$ cat config.mk
export PLATFORM = sky130hd
export DESIGN_NAME = ordr_regs
export DESIGN_NICKNAME = d
export VERILOG_FILES = /design/src/common/ordr_pkg.sv /design/src/ordr_regs.sv /design/src/ordr_debounce.sv
export VERILOG_INCLUDE_DIRS = /design/src /design/src/common
export SDC_FILE = /design/constraint.sdc
export NUM_CORES = 1
export LEC_CHECK = 0
export BUFFER_PORTS_ARGS = -buffer_cell sky130_fd_sc_hd__buf_4
export CAP_MARGIN = 5
export CORE_MARGIN = 2
export CORE_UTILIZATION = 30
export CTS_BUF_LIST = sky130_fd_sc_hd__clkbuf_4 sky130_fd_sc_hd__clkbuf_8 sky130_fd_sc_hd__clkbuf_16
export CTS_CLUSTER_DIAMETER = 100
export DETAILED_ROUTE_END_ITERATION = 8
export MAX_ROUTING_LAYER = met4
export PLACE_DENSITY = 0.48
export SLEW_MARGIN = 20
export SYNTH_ARGS = -nofsm -noshare
export SYNTH_HDL_FRONTEND = slang
export SYNTH_SLANG_ARGS = --single-unit
$ cat constraint.sdc
create_clock -name ref_clk_i -period 17.8 [get_ports ref_clk_i]
set_input_delay 0 -clock ref_clk_i [delete_from_list [all_inputs] [get_ports ref_clk_i]]
set_output_delay 0 -clock ref_clk_i [all_outputs]
set_load 0.01 [all_outputs]
$ cat src/common/ordr_cfg.svh
`ifndef ORDR_CFG_SVH
`define ORDR_CFG_SVH

// register offsets
`define ORDR_OFF_STATUS 8'h18
`define ORDR_OFF_PRIOR 8'h19
`define ORDR_OFF_CONFIG 8'h1a
`define ORDR_OFF_DEBOUNCE 8'h1b
`define ORDR_OFF_ANGLES 8'h1c
`define ORDR_OFF_THRESH_A 8'h1d

// status field positions
`define ORDR_ST_FLAG_BIT 7
`define ORDR_ST_LO_BIT 6
`define ORDR_ST_PL_MSB 4
`define ORDR_ST_PL_LSB 2
`define ORDR_ST_BF_MSB 1
`define ORDR_ST_BF_LSB 0

// config field positions
`define ORDR_CFG_DBM_BIT 7
`define ORDR_CFG_EN_BIT 6
`define ORDR_CFG_FLAT_THRESHOLD_OFFSET_MSB 2
`define ORDR_CFG_FLAT_THRESHOLD_OFFSET_LSB 0

// angle register field positions
`define ORDR_ANG_FACE_TRIP_ANGLE_MSB 7
`define ORDR_ANG_FACE_TRIP_ANGLE_LSB 6
`define ORDR_ANG_Z_TILT_ANGLE_FIELD_MSB 2
`define ORDR_ANG_Z_TILT_ANGLE_FIELD_LSB 0

// reset values
`define ORDR_RST_CONFIG 8'h83
`define ORDR_RST_DEBOUNCE 8'h00
`define ORDR_RST_ANGLES 8'h82
`define ORDR_RST_THRESH_A 8'h1a
`define ORDR_RST_ZERO 8'h00

// angle thresholds, degrees for z, tenths of a degree for tilt
`define ORDR_BF_FRONT_LO 10'h050
`define ORDR_BF_FRONT_HI 10'h118
`define ORDR_BF_BACK_LO 10'h064
`define ORDR_BF_BACK_HI 10'h104
`define ORDR_BF_STEP 10'h005
`define ORDR_Z_TILT_ANGLE_FIELD_BASE 10'h0fa
`define ORDR_Z_TILT_ANGLE_FIELD_STEP 10'h024

// gravity magnitude window in mg
`define ORDR_ONE_G_MG 13'h03e8
`define ORDR_FLAT_THRESHOLD_OFFSET_STEP_MG 13'h0032

`endif

$ cat src/common/ordr_pkg.sv
package ordr_pkg;

  // face direction codes
  typedef enum logic [1:0] {
    ORDR_FACE_UNDEF = 2'h0,
    ORDR_FACE_FRONT = 2'h1,
    ORDR_FACE_BACK = 2'h2
  } ordr_face_t;

  // portrait / landscape codes
  typedef enum logic [2:0] {
    ORDR_PL_UNDEF = 3'h0,
    ORDR_PL_PORT_UP = 3'h1,
    ORDR_PL_PORT_DOWN = 3'h2,
    ORDR_PL_LAND_RIGHT = 3'h3,
    ORDR_PL_LAND_LEFT = 3'h4
  } ordr_pl_t;

  // one orientation reading
  typedef struct packed {
    logic z_tilt_trip_flag;
    logic [2:0] portrait_landscape_code;
    logic [1:0] face_direction_code;
  } ordr_orient_t;

  // register access request from the serial engine
  typedef struct packed {
    logic rd;
    logic wr;
    logic [7:0] addr;
    logic [7:0] wdata;
  } ordr_req_t;

endpackage

$ cat src/ordr_regs.sv
`timescale 1ns/100ps
`default_nettype none
`include "ordr_cfg.svh"

module ordr_regs
  import ordr_pkg::*;
#(
  parameter int unsigned CNT_W = 8
) (
  // clock and reset
  input wire logic ref_clk_i,
  input wire logic reset_n_i,
  // register access from the serial engine
  input wire ordr_req_t reg_req_i,
  output logic [7:0] reg_rdata_o,
  // system state
  input wire logic sample_tick_i,
  input wire logic [2:0] output_sample_rate_i,
  input wire logic active_mode_i,
  input wire logic orient_irq_enable_i,
  // measurements from the datapath
  input wire logic [8:0] z_angle_deg_i,
  input wire logic [9:0] tilt_elev_x10_i,
  input wire logic [12:0] g_mag_mg_i,
  input wire logic [2:0] pl_direction_i,
  // outputs
  output logic [7:0] portrait_to_land_thresh_byte_o,
  output logic orient_irq_source_bit_o,
  output ordr_orient_t orient_o
);

  // register state
  logic [7:0] orient_config_q;
  logic [7:0] orient_debounce_reg_q;
  logic [7:0] tilt_and_face_angles_q;
  logic [7:0] portrait_to_land_thresh_a_q;
  logic orientation_change_flag_q;
  ordr_orient_t cur_q;
  ordr_orient_t prior_q;
  ordr_orient_t cand_q;
  logic [7:0] rdata_q;
  logic [2:0] rate_q;
  logic active_q;

  // decoded fields
  logic debounce_mode_bit;
  logic orient_detect_enable;
  logic [2:0] flat_threshold_offset;
  logic [1:0] face_trip_angle;
  logic [2:0] z_tilt_angle_field;

  // decision signals
  ordr_orient_t cand;
  logic [9:0] z_tilt_angle_field_lim;
  logic [9:0] z_ext;
  logic [9:0] front_lo;
  logic [9:0] front_hi;
  logic [9:0] back_lo;
  logic [9:0] back_hi;
  logic [12:0] g_limit;
  logic [12:0] g_low;
  logic in_g_window;
  logic to_front;
  logic to_back;
  logic hit;
  logic restart;
  logic abort;
  logic cand_new;
  logic done;
  logic status_read;

  // pack a reading into its register image
  function automatic logic [7:0] pack_status(input logic flag, input ordr_orient_t o);
    logic [7:0] v;
    v = `ORDR_RST_ZERO;
    v[`ORDR_ST_FLAG_BIT] = flag;
    v[`ORDR_ST_LO_BIT] = o.z_tilt_trip_flag;
    v[`ORDR_ST_PL_MSB:`ORDR_ST_PL_LSB] = o.portrait_landscape_code;
    v[`ORDR_ST_BF_MSB:`ORDR_ST_BF_LSB] = o.face_direction_code;
    return v;
  endfunction

  // register field decode
  assign debounce_mode_bit = orient_config_q[`ORDR_CFG_DBM_BIT];
  assign orient_detect_enable = orient_config_q[`ORDR_CFG_EN_BIT];
  assign flat_threshold_offset = orient_config_q[`ORDR_CFG_FLAT_THRESHOLD_OFFSET_MSB:`ORDR_CFG_FLAT_THRESHOLD_OFFSET_LSB];
  assign face_trip_angle = tilt_and_face_angles_q[`ORDR_ANG_FACE_TRIP_ANGLE_MSB:`ORDR_ANG_FACE_TRIP_ANGLE_LSB];
  assign z_tilt_angle_field = tilt_and_face_angles_q[`ORDR_ANG_Z_TILT_ANGLE_FIELD_MSB:`ORDR_ANG_Z_TILT_ANGLE_FIELD_LSB];
  assign status_read = reg_req_i.rd && (reg_req_i.addr == `ORDR_OFF_STATUS);

  // thresholds from the programmed angle codes
  assign z_tilt_angle_field_lim = `ORDR_Z_TILT_ANGLE_FIELD_BASE + 10'(z_tilt_angle_field) * `ORDR_Z_TILT_ANGLE_FIELD_STEP;
  assign front_lo = `ORDR_BF_FRONT_LO - 10'(face_trip_angle) * `ORDR_BF_STEP;
  assign front_hi = `ORDR_BF_FRONT_HI + 10'(face_trip_angle) * `ORDR_BF_STEP;
  assign back_lo = `ORDR_BF_BACK_LO + 10'(face_trip_angle) * `ORDR_BF_STEP;
  assign back_hi = `ORDR_BF_BACK_HI - 10'(face_trip_angle) * `ORDR_BF_STEP;
  assign z_ext = {1'b0, z_angle_deg_i};
  assign to_front = (z_ext < front_lo) || (z_ext > front_hi);
  assign to_back = (z_ext > back_lo) && (z_ext < back_hi);

  // 1g window, widened by 50 mg per offset step
  assign g_limit = `ORDR_ONE_G_MG + 13'(flat_threshold_offset) * `ORDR_FLAT_THRESHOLD_OFFSET_STEP_MG;
  assign g_low = (`ORDR_ONE_G_MG << 1) - g_limit;
  assign in_g_window = (g_mag_mg_i <= g_limit) && (g_mag_mg_i >= g_low);

  // candidate reading for this sample; holds current state outside the 1g window
  always_comb begin
    cand = cur_q;
    if (in_g_window) begin
      cand.z_tilt_trip_flag = (tilt_elev_x10_i < z_tilt_angle_field_lim);
      if (to_front) begin
        cand.face_direction_code = ORDR_FACE_FRONT;
      end else if (to_back) begin
        cand.face_direction_code = ORDR_FACE_BACK;
      end
      // lockout freezes the portrait/landscape code; illegal directions are ignored
      if (!cand.z_tilt_trip_flag && (pl_direction_i != ORDR_PL_UNDEF) &&
          (pl_direction_i <= ORDR_PL_LAND_LEFT)) begin
        cand.portrait_landscape_code = pl_direction_i;
      end
    end
  end

  // the candidate only counts while it differs from what is reported
  assign hit = orient_detect_enable && (cand != cur_q);
  // disable, a rate change or a mode change aborts the count and any update
  assign abort = !orient_detect_enable ||
                 (output_sample_rate_i != rate_q) ||
                 (active_mode_i != active_q);
  // a new candidate restarts the count but its own sample still counts
  assign cand_new = sample_tick_i && hit && (cand != cand_q);
  assign restart = abort || cand_new;

  ordr_debounce #(
    .CNT_W(CNT_W)
  ) u_debounce (
    .ref_clk_i(ref_clk_i),
    .reset_n_i(reset_n_i),
    .clear_i(restart),
    .tick_i(sample_tick_i),
    .hit_i(hit && !abort),
    .clear_mode_i(debounce_mode_bit),
    .limit_i(orient_debounce_reg_q),
    .done_o(done)
  );

  // track rate and mode to spot their changes
  always_ff @(posedge ref_clk_i) begin
    if (!reset_n_i) begin
      rate_q <= 3'h0;
      active_q <= 1'b0;
      cand_q <= '0;
    end else begin
      rate_q <= output_sample_rate_i;
      active_q <= active_mode_i;
      if (sample_tick_i) begin
        cand_q <= cand;
      end
    end
  end

  // reported and prior readings advance only on a debounced change
  always_ff @(posedge ref_clk_i) begin
    if (!reset_n_i) begin
      cur_q <= '0;
      prior_q <= '0;
    end else if (done) begin
      cur_q <= cand;
      prior_q <= cur_q;
    end
  end

  // change flag: a new reading in the same cycle as a read keeps the flag set
  always_ff @(posedge ref_clk_i) begin
    if (!reset_n_i) begin
      orientation_change_flag_q <= 1'b0;
    end else if (done) begin
      orientation_change_flag_q <= 1'b1;
    end else if (status_read) begin
      orientation_change_flag_q <= 1'b0;
    end
  end

  // software-writable registers; read-only offsets ignore writes
  always_ff @(posedge ref_clk_i) begin
    if (!reset_n_i) begin
      orient_config_q <= `ORDR_RST_CONFIG;
      orient_debounce_reg_q <= `ORDR_RST_DEBOUNCE;
      tilt_and_face_angles_q <= `ORDR_RST_ANGLES;
      portrait_to_land_thresh_a_q <= `ORDR_RST_THRESH_A;
    end else if (reg_req_i.wr) begin
      unique case (reg_req_i.addr)
        `ORDR_OFF_CONFIG: begin
          orient_config_q <= {reg_req_i.wdata[`ORDR_CFG_DBM_BIT:`ORDR_CFG_EN_BIT], 3'h0,
                              reg_req_i.wdata[`ORDR_CFG_FLAT_THRESHOLD_OFFSET_MSB:`ORDR_CFG_FLAT_THRESHOLD_OFFSET_LSB]};
        end
        `ORDR_OFF_DEBOUNCE: begin
          orient_debounce_reg_q <= reg_req_i.wdata;
        end
        `ORDR_OFF_ANGLES: begin
          tilt_and_face_angles_q <= {reg_req_i.wdata[`ORDR_ANG_FACE_TRIP_ANGLE_MSB:`ORDR_ANG_FACE_TRIP_ANGLE_LSB], 3'h0,
                                     reg_req_i.wdata[`ORDR_ANG_Z_TILT_ANGLE_FIELD_MSB:`ORDR_ANG_Z_TILT_ANGLE_FIELD_LSB]};
        end
        `ORDR_OFF_THRESH_A: begin
          portrait_to_land_thresh_a_q <= reg_req_i.wdata;
        end
        default: begin
        end
      endcase
    end
  end

  // read data registered one cycle after the request; unmapped reads give zero
  always_ff @(posedge ref_clk_i) begin
    if (!reset_n_i) begin
      rdata_q <= `ORDR_RST_ZERO;
    end else if (reg_req_i.rd) begin
      unique case (reg_req_i.addr)
        `ORDR_OFF_STATUS: rdata_q <= pack_status(orientation_change_flag_q, cur_q);
        `ORDR_OFF_PRIOR: rdata_q <= pack_status(1'b0, prior_q);
        `ORDR_OFF_CONFIG: rdata_q <= orient_config_q;
        `ORDR_OFF_DEBOUNCE: rdata_q <= orient_debounce_reg_q;
        `ORDR_OFF_ANGLES: rdata_q <= tilt_and_face_angles_q;
        `ORDR_OFF_THRESH_A: rdata_q <= portrait_to_land_thresh_a_q;
        default: rdata_q <= `ORDR_RST_ZERO;
      endcase
    end
  end

  // outputs
  assign reg_rdata_o = rdata_q;
  assign portrait_to_land_thresh_byte_o = portrait_to_land_thresh_a_q;
  assign orient_o = cur_q;
  // interrupt source follows the flag, so a status read drops it too
  assign orient_irq_source_bit_o = orientation_change_flag_q && orient_irq_enable_i;

endmodule

`default_nettype wire

$ cat src/ordr_debounce.sv
`timescale 1ns/100ps
`default_nettype none

module ordr_debounce
  import ordr_pkg::*;
#(
  parameter int unsigned CNT_W = 8
) (
  // clock and reset
  input wire logic ref_clk_i,
  input wire logic reset_n_i,
  // control
  input wire logic clear_i,
  input wire logic tick_i,
  input wire logic hit_i,
  input wire logic clear_mode_i,
  input wire logic [CNT_W-1:0] limit_i,
  // result
  output logic done_o
);

  logic [CNT_W-1:0] cnt_q;
  logic [CNT_W:0] next_cnt;

  // a restart drops the old count; its own sample is the first of the new run
  assign next_cnt = clear_i ? {{CNT_W{1'b0}}, 1'b1} : ({1'b0, cnt_q} + {{CNT_W{1'b0}}, 1'b1});
  // limit of zero or one both pass on the first matching sample
  assign done_o = tick_i & hit_i & (next_cnt >= {1'b0, limit_i});

  // counter steps once per sample only
  always_ff @(posedge ref_clk_i) begin
    if (!reset_n_i) begin
      cnt_q <= '0;
    end else if (done_o) begin
      cnt_q <= '0;
    end else if (clear_i) begin
      cnt_q <= (tick_i && hit_i) ? next_cnt[CNT_W-1:0] : '0;
    end else if (tick_i) begin
      if (hit_i) begin
        cnt_q <= next_cnt[CNT_W-1:0];
      end else if (clear_mode_i) begin
        cnt_q <= '0;
      end else if (cnt_q != '0) begin
        cnt_q <= cnt_q - {{(CNT_W-1){1'b0}}, 1'b1};
      end
    end
  end

endmodule

`default_nettype wire

## Word-level counts from Yosys, hierarchy flattened

Index checks and enable logic that the tools add are counted.

- $add $sub $neg: 9
- Multipliers: 3
- Order comparisons: 9
- Equal/unequal tests: 10
- Mux-type cells: 14
- Bitwise logic cells: 3
- Reduce and logical (&&, ||, !) cells: 29

Operator list:

| kind | count |
|---|---|
| 8-bit by 5-bit equality test with 1-bit output (second input constant) | 6 |
| 8-bit two-way mux | 6 |
| 8-bit case mux with 6 select lines | 1 |
| 9-bit by 10-bit less-than comparator with 1-bit output | 2 |
| 13-bit >= comparator | 1 |
| 13-bit by 11-bit less-or-equal comparator with 1-bit output | 1 |
| 6-bit != test | 2 |
| 11-bit by 11-bit subtractor with 12-bit output (first input constant) | 1 |
| 10-bit by 9-bit adder with 11-bit output (first input constant) | 1 |
| 1-bit logical AND | 11 |
| 8-bit by 9-bit adder with 10-bit output (first input constant) | 1 |
| 9-bit by 5-bit adder with 10-bit output (first input constant) | 1 |
| 9-bit by 10-bit > comparator with 1-bit output | 1 |
| 10-bit less-than comparator | 1 |
| 2-bit AND reduction | 5 |
| 9-bit by 5-bit subtractor with 10-bit output (first input constant) | 1 |
| 8-bit by 1-bit adder with 9-bit output (second input constant) | 1 |
| 9-bit by 8-bit >= comparator with 1-bit output | 1 |
| 9-bit by 8-bit > comparator with 1-bit output | 1 |
| 9-bit two-way mux | 1 |
| 7-bit by 5-bit adder with 8-bit output (first input constant) | 1 |
| 3-bit by 5-bit multiplier with 8-bit output (second input constant) | 1 |
| 8-bit nonzero test | 1 |
| 7-bit by 5-bit subtractor with 8-bit output (first input constant) | 1 |
| 18 further kinds | 27 |

- Register bits after elaboration: 65
- Bits of input ports: 61
- Output and inout bits: 23
- Word-level logic and storage cells: 95

## Depth between registers and ports, before layout

- Depth after elaboration: 17
- Gate-level depth with buffers: 33
- Mapped depth without buffers: 31

## Modules after synthesis

From an unflattened synthesis, not the netlist that was laid out.

- Cell total of the unflattened synthesis: 657
- Area total of the unflattened synthesis: 5,353.9 µm²

By module, submodules not included:

| module | instances | cells each | area an instance (µm²) | seq. area each (µm²) |
|---|---|---|---|---|
| ordr_regs | 1 | 520 | 4,336.7 | 1,141.1 |
| ordr_debounce | 1 | 137 | 1,017.2 | 160.2 |

## Least setup slack after synthesis

OpenSTA, ideal clock, no wires.

- Path kind: register -> register
- Start point: reg orient_config_q[1]
- End point: reg u_debounce.cnt_q[1]
- Setup time: 0.086 ns
- Arrival time: 6.399 ns
- Data required time: 17.714 ns
- Slack: 11.315 ns
- Cell stages (with the launch flop): 31
- Path buffers: 0
- Clock period less this slack: 6.485 ns
- Path through: dfxtp_1 > inv_1 > ha_1 > inv_1 > ha_1 > ha_1 > or3_1 > or3_1 > or2_2 > ha_1 > nand4_1 > nor4_1 > nand4_1 > o31a_1 > nor3_2 > mux2i_1 > o2111ai_4 > o2111ai_2 > nand2_1 > nor2_1 > ha_1 > nand2b_1 > a21o_1 > a21o_1 > a21oi_1 > nor2b_1 > o21ai_0 > a211o_1 > o21a_2 > nand4_2 > a211oi_1

- Cells in the longest elaborated chain, start to end: 15
- Elaborated cells on any way between the ends: 27
- Classes of those cells: add/sub: 2; mul: 1; order compare: 3; eq/ne: 2; mux: 6; bitwise: 2; reduce/logical: 11

Ends and longest elaborated chain:

| item | RTL line | RTL |
|---|---|---|
| start, declared | ordr_regs.sv:33 | `logic [7:0] orient_config_q;` |
| start signal, assigned | ordr_regs.sv:187 | `` orient_config_q <= `ORDR_RST_CONFIG; `` |
| start signal, assigned | ordr_regs.sv:194 | `` orient_config_q <= {reg_req_i.wdata[`ORDR_CFG_DBM_BIT:`ORDR_CFG_EN_BIT], 3'h0, `` |
| 3-bit by 5-bit multiplier with 8-bit output (no source line) (*) | - |  |
| 10-bit by 9-bit adder with 11-bit output (no source line) (*) | - |  |
| 11-bit by 11-bit subtractor with 12-bit output | ordr_regs.sv:103 | `` assign g_low = (`ORDR_ONE_G_MG << 1) - g_limit; `` |
| 13-bit >= comparator | ordr_regs.sv:104 | `assign in_g_window = (g_mag_mg_i <= g_limit) && (g_mag_mg_i >= g_low);` |
| 1-bit logical AND (*) | ordr_regs.sv:104 |  |
| 6-bit two-way mux (*) | ordr_regs.sv:109 | `if (in_g_window) begin` |
| 6-bit != test | ordr_regs.sv:125 | `assign hit = orient_detect_enable && (cand != cur_q);` |
| 1-bit logical AND | ordr_regs.sv:125 |  |
| 1-bit logical AND (2 in series) | ordr_regs.sv:131 | `assign cand_new = sample_tick_i && hit && (cand != cand_q);` |
| 1-bit logical OR | ordr_regs.sv:132 | `assign restart = abort \|\| cand_new;` |
| 9-bit two-way mux | ordr_debounce.sv:26 | `assign next_cnt = clear_i ? {{CNT_W{1'b0}}, 1'b1} : ({1'b0, cnt_q} + {{CNT_W{1'b0}}, 1'b1});` |
| 9-bit by 8-bit >= comparator with 1-bit output / 8-bit two-way mux (equally long branches) | ordr_debounce.sv:28, ordr_debounce.sv:39 |  |
| 1-bit AND / 8-bit two-way mux (equally long branches) | ordr_debounce.sv:28, ordr_debounce.sv:38 |  |
| 2-bit OR reduction (no source line) / 8-bit two-way mux (equally long branches) | - |  |
| end signal, assigned | ordr_debounce.sv:37 | `cnt_q <= (tick_i && hit_i) ? next_cnt[CNT_W-1:0] : '0;` |
| end signal, assigned | ordr_debounce.sv:40 | `cnt_q <= next_cnt[CNT_W-1:0];` |
| end signal, assigned | ordr_debounce.sv:44 | `cnt_q <= cnt_q - {{(CNT_W-1){1'b0}}, 1'b1};` |
| end, declared | ordr_debounce.sv:22 | `logic [CNT_W-1:0] cnt_q;` |

Mark *: on every way between the ends. The rest lies on a longest branch, timed or not. The select of a mux whose other input is x is not followed.
A chain may end at the register's enable or synchronous reset.

## Worst setup path after layout

- Start point: reg orient_config_q[2]
- End point: reg u_debounce.cnt_q[1]

Same word-level chain as after synthesis.

==> results.tsv <==
stage	metric	value	unit
status	status	finished, final reports clean	
routing	final_antenna_net_count	0	
clock_network	h-tree-depth	3	
routing	routed-wl-met3	699	um
cells_and_area	final_layout_size_suffix_gt1_share	16.2	%
critical_path	reg2reg_depth	29	
critical_path	critPathKind	flop to flop	
floorplanning	die_w	137	um
power	p_sw_share	25.3	%
critical_path	slowest_stage	dfxtp_1	
timing	tightest_slew	0.847	ns
critical_path	arrival	8.05	ns
timing	rsz0062_at_grt	no	
power	clockPowerShare	47.9	%
routing	post_drt_wl_per_cell	15.6	um
critical_path	worstSetupEndpointType	flop	
routing	num_vias	5153	
routing	detail_route.iter0.violations	268	
synth	synth-edff-count	0	
synth	synthArstFlopShare	0	%
cells_and_area	fin_area	6620	sq um
critical_path	cp_max_fo	12	
timing	fin_crit_sh	43.8	%
critical_path	cp.required	18.05	ns
clock_network	clk_pin_slew	0.06	ns
synth	ys_seq_area_share	24.5	%
floorplanning	row_count	48	
cells_and_area	nNetsFinal	897	
synth	ys.flop_type	dfxtp_1	
global_routing	grt_pass1_vias	5060	
cells_and_area	areaGrowthSynthToFinish	24.5	%
hold_path	holdPathStages	4	
timing	setup_violations	0	
timing	hold_viol	0	
synth	yosys_warnings	0	
global_routing	overflow	0	
job	drv_cap	0	
power	pwr-share-comb	13.1	%
clock_network	cts.sinks	65	
routing	wirelength	15400	um
timing	maxSlewHeadroom	42.7	%
floorplanning	start_util	30.7	%
routing	wl_met1	7480	um
global_routing	antenna_found_initial	0	
critical_path	startpoint_type	flop	
routing	vias_per_cell	5.21	
routing	dr.pass1.iters	4	
clock_network	cts_buffers	9	
power	p_int	0.283	mW
global_routing	grt_pass1_wl	25700	um
power	switchingPower	0.0959	mW
placement	dp_hpwl	11800	um
timing	finalSetupTns	0	ns
synth	syn_area_per_cell	7.92	sq um
synth	ys_ff_latch	65	
critical_path	cpPeakStageDelay	0.66	ns
placement	portBuffers	82	
timing	slew_viol_final	0	
clock_network	cts_setup_buffers	0	
cells_and_area	fillers	1812	
power	powerDensity	57.2	nW/um^2
floorplanning	die-area	18800	sq um
routing	wl_met2	7070	um
global_routing	grt_max_degree	47	
cells_and_area	diodes	0	
placement	finalWeightedCongestion	0.866	
clock_network	clk_latency	0.34	ns
floorplanning	num_io_pins	84	
floorplanning	core-area	17300	sq um
floorplanning	die_h	137	um
synth	syn_area	5320	sq um
placement	post_dp_cell_area	6120	sq um
power	ir_worst_vdd	0.0484	mV
timing	fmax	0.128	GHz
global_routing	grtUsageTotal	17.8	%
synth	synth_cells	671	
clock_network	root_buffer	clkbuf_16	
routing	drc	0	
timing	fin_skew	0.00533	ns
clock_network	cts_tree	yes	
clock_network	clk_path_buf_depth	2	
critical_path	crit_top_cell	ha_1	
synth	synth_cell_types	71	
hold_path	hp-class	input pin to flop	
power	p_leak	2.66	nW
timing	period_needed	7.80	ns
routing	top_layer	met4	
power	pwr-share-seq	39.0	%
[layer usage]
| layer | global-route usage [%] | vias up |
|---|---|---|
| li1 | - | 2604 |
| met1 | 23.4 | 2440 |
| met2 | 28.5 | 98 |
| met3 | 3.15 | 11 |
| met4 | 4.01 | 0 |
| met5 | - | - |
[state kept, by name, summed over array words and instances, names as in the netlist]
signal,count
prior_q,6
cand_q,6
rate_q,3
orient_debounce_reg_q,8
u_debounce.cnt_q,8
portrait_to_land_thresh_byte_o,8
orient_o,6
orient_config_q,5
active_q,1
reg_rdata_o,8
tilt_and_face_angles_q,5
orientation_change_flag_q,1
[cell type report]
| class | count | area [sq um] | area share (%) |
|---|---|---|---|
| Inverter | 38 | 143 | 2.16 |
| Multi-Input combinational cell | 541 | 3750 | 56.7 |
| Tap cell | 225 | 282 | 4.25 |
| Sequential cell | 65 | 1300 | 19.7 |
| Timing Repair Buffer | 105 | 836 | 12.6 |
| Clock inverter | 6 | 66.3 | 1.00 |
| Clock buffer | 10 | 239 | 3.61 |
[power groups by stage]
stage,registers (mW),logic (mW),clock network [mW]
2_1_floorplan,0.151,0.0263,0
3_3_place_gp,0.151,0.0457,0
6_report,0.148,0.0496,0.182
5_1_grt,0.148,0.0557,0.194
4_1_cts,0.148,0.0500,0.185
3_5_place_dp,0.151,0.0471,0
[path summary, 6_finish.rpt]
check / start / to / slack, ns
max: orient_config_q[2] / u_debounce.cnt_q[1] / 10.00
min: reg_req_i[17] / orientation_change_flag_q / 0.009
max reg2reg: orient_config_q[2] / u_debounce.cnt_q[1] / 10.00
min reg2reg: orient_debounce_reg_q[6] / orient_debounce_reg_q[6] / 0.49
[kinds of logic (layout without fill, tap and decap cells)]
logic type	Yosys count	in the layout	synth area share (%)
other	1	2	0.0706
DFF	65	65	24.5
adders and majority gates	76	76	17.9
buffers and inverters	66	159	5.11
and+or+nand+nor	256	256	24.0
muxes	22	22	4.26
AOI/OAI and AO/OA	160	160	20.0
xor gates and xnor gates	25	25	4.12
[through the flow]
stage | cells | worst slack [ns] | power (mW) | hold WS, ns | utilization (%)
3_5_place_dp | 955 | 9.91 | 0.198 | 0.224 | 35.4
4_1_cts | 990 | 9.87 | 0.383 | 0.00796 | 38.3
3_3_place_gp | 955 | 9.92 | 0.196 | 0.223 | 35.4
2_1_floorplan | 672 | 11.31 | 0.177 | 0.122 | -
6_report | 990 | 10.00 | 0.379 | 0.00921 | 38.3
5_1_grt | 990 | 9.27 | 0.397 | 0.0182 | 38.3
[cells in the mapped netlist (3+ instances only)]
master	n	area, sq um
nor3_1	13	65.1
o211ai_1	7	52.6
a2111oi_0	4	35.0
or2_2	4	25.0
xor2_1	7	61.3
inv_1	36	135
a21o_1	5	37.5
clkbuf_1	21	78.8
a21oi_1	52	260
nand2_1	54	203
a211oi_1	10	75.1
mux2_2	5	56.3
nor2b_1	10	62.6
or3_1	9	56.3
ha_1	76	951
and2_1	11	68.8
a211o_1	3	26.3
nand4_1	7	43.8
o21ai_1	5	25.0
nor4b_1	4	35.0
mux2i_1	17	170
a22oi_1	6	45.0
o21ai_0	26	130
buf_1	3	11.3
a311oi_1	4	35.0
nor4_1	3	18.8
nand2b_1	4	25.0
a31oi_1	7	43.8
nand3_1	47	235
nor2_1	67	251
dfxtp_1	65	1300
nand3b_1	5	37.5
and3_1	7	43.8
xnor2_1	18	158
a221oi_1	7	61.3
[placed cells by master, fill, tap and decap left out, drive strengths merged, types with 4 or more instances in the layout]
| cell type | netlist | final |
|---|---|---|
| a2111oi | 4 | 4 |
| a211oi | 11 | 11 |
| a21o | 5 | 5 |
| a21oi | 52 | 52 |
| a221oi | 7 | 7 |
| a22oi | 6 | 6 |
| a311oi | 4 | 4 |
| a31oi | 7 | 7 |
| and2 | 11 | 11 |
| and3 | 8 | 8 |
| buf | 6 | 86 |
| clkbuf | 22 | 10 |
| dfxtp | 65 | 65 |
| dlygate4sd3 | 0 | 19 |
| ha | 76 | 76 |
| inv | 37 | 38 |
| mux2 | 5 | 5 |
| mux2i | 17 | 17 |
| nand2 | 54 | 54 |
| nand2b | 5 | 5 |
| nand3 | 47 | 47 |
| nand3b | 5 | 5 |
| nand4 | 8 | 8 |
| nor2 | 67 | 67 |
| nor2b | 10 | 10 |
| nor3 | 14 | 14 |
| nor4b | 4 | 4 |
| o211ai | 7 | 7 |
| o21ai | 32 | 32 |
| or2 | 4 | 4 |
| or3 | 9 | 9 |
| xnor2 | 18 | 18 |
| xor2 | 7 | 7 |
[worst max-delay path, delay by kind of cell, from the launching register on]
family | cells | cell delay (ns)
and+or+nand+nor | 12 | 3.14
AOI/OAI and AO/OA | 10 | 2.23
adders and majority gates | 5 | 1.25
DFF | 1 | 0.66
muxes | 1 | 0.37
buffers and inverters | 1 | 0.06
[timing repair]
item                      4_1_cts  5_1_grt
resized for setup               0        0
hold endpoints to repair       36        0
hold buffers                   19        0
No activity file was read; power rests on OpenSTA's default activity.
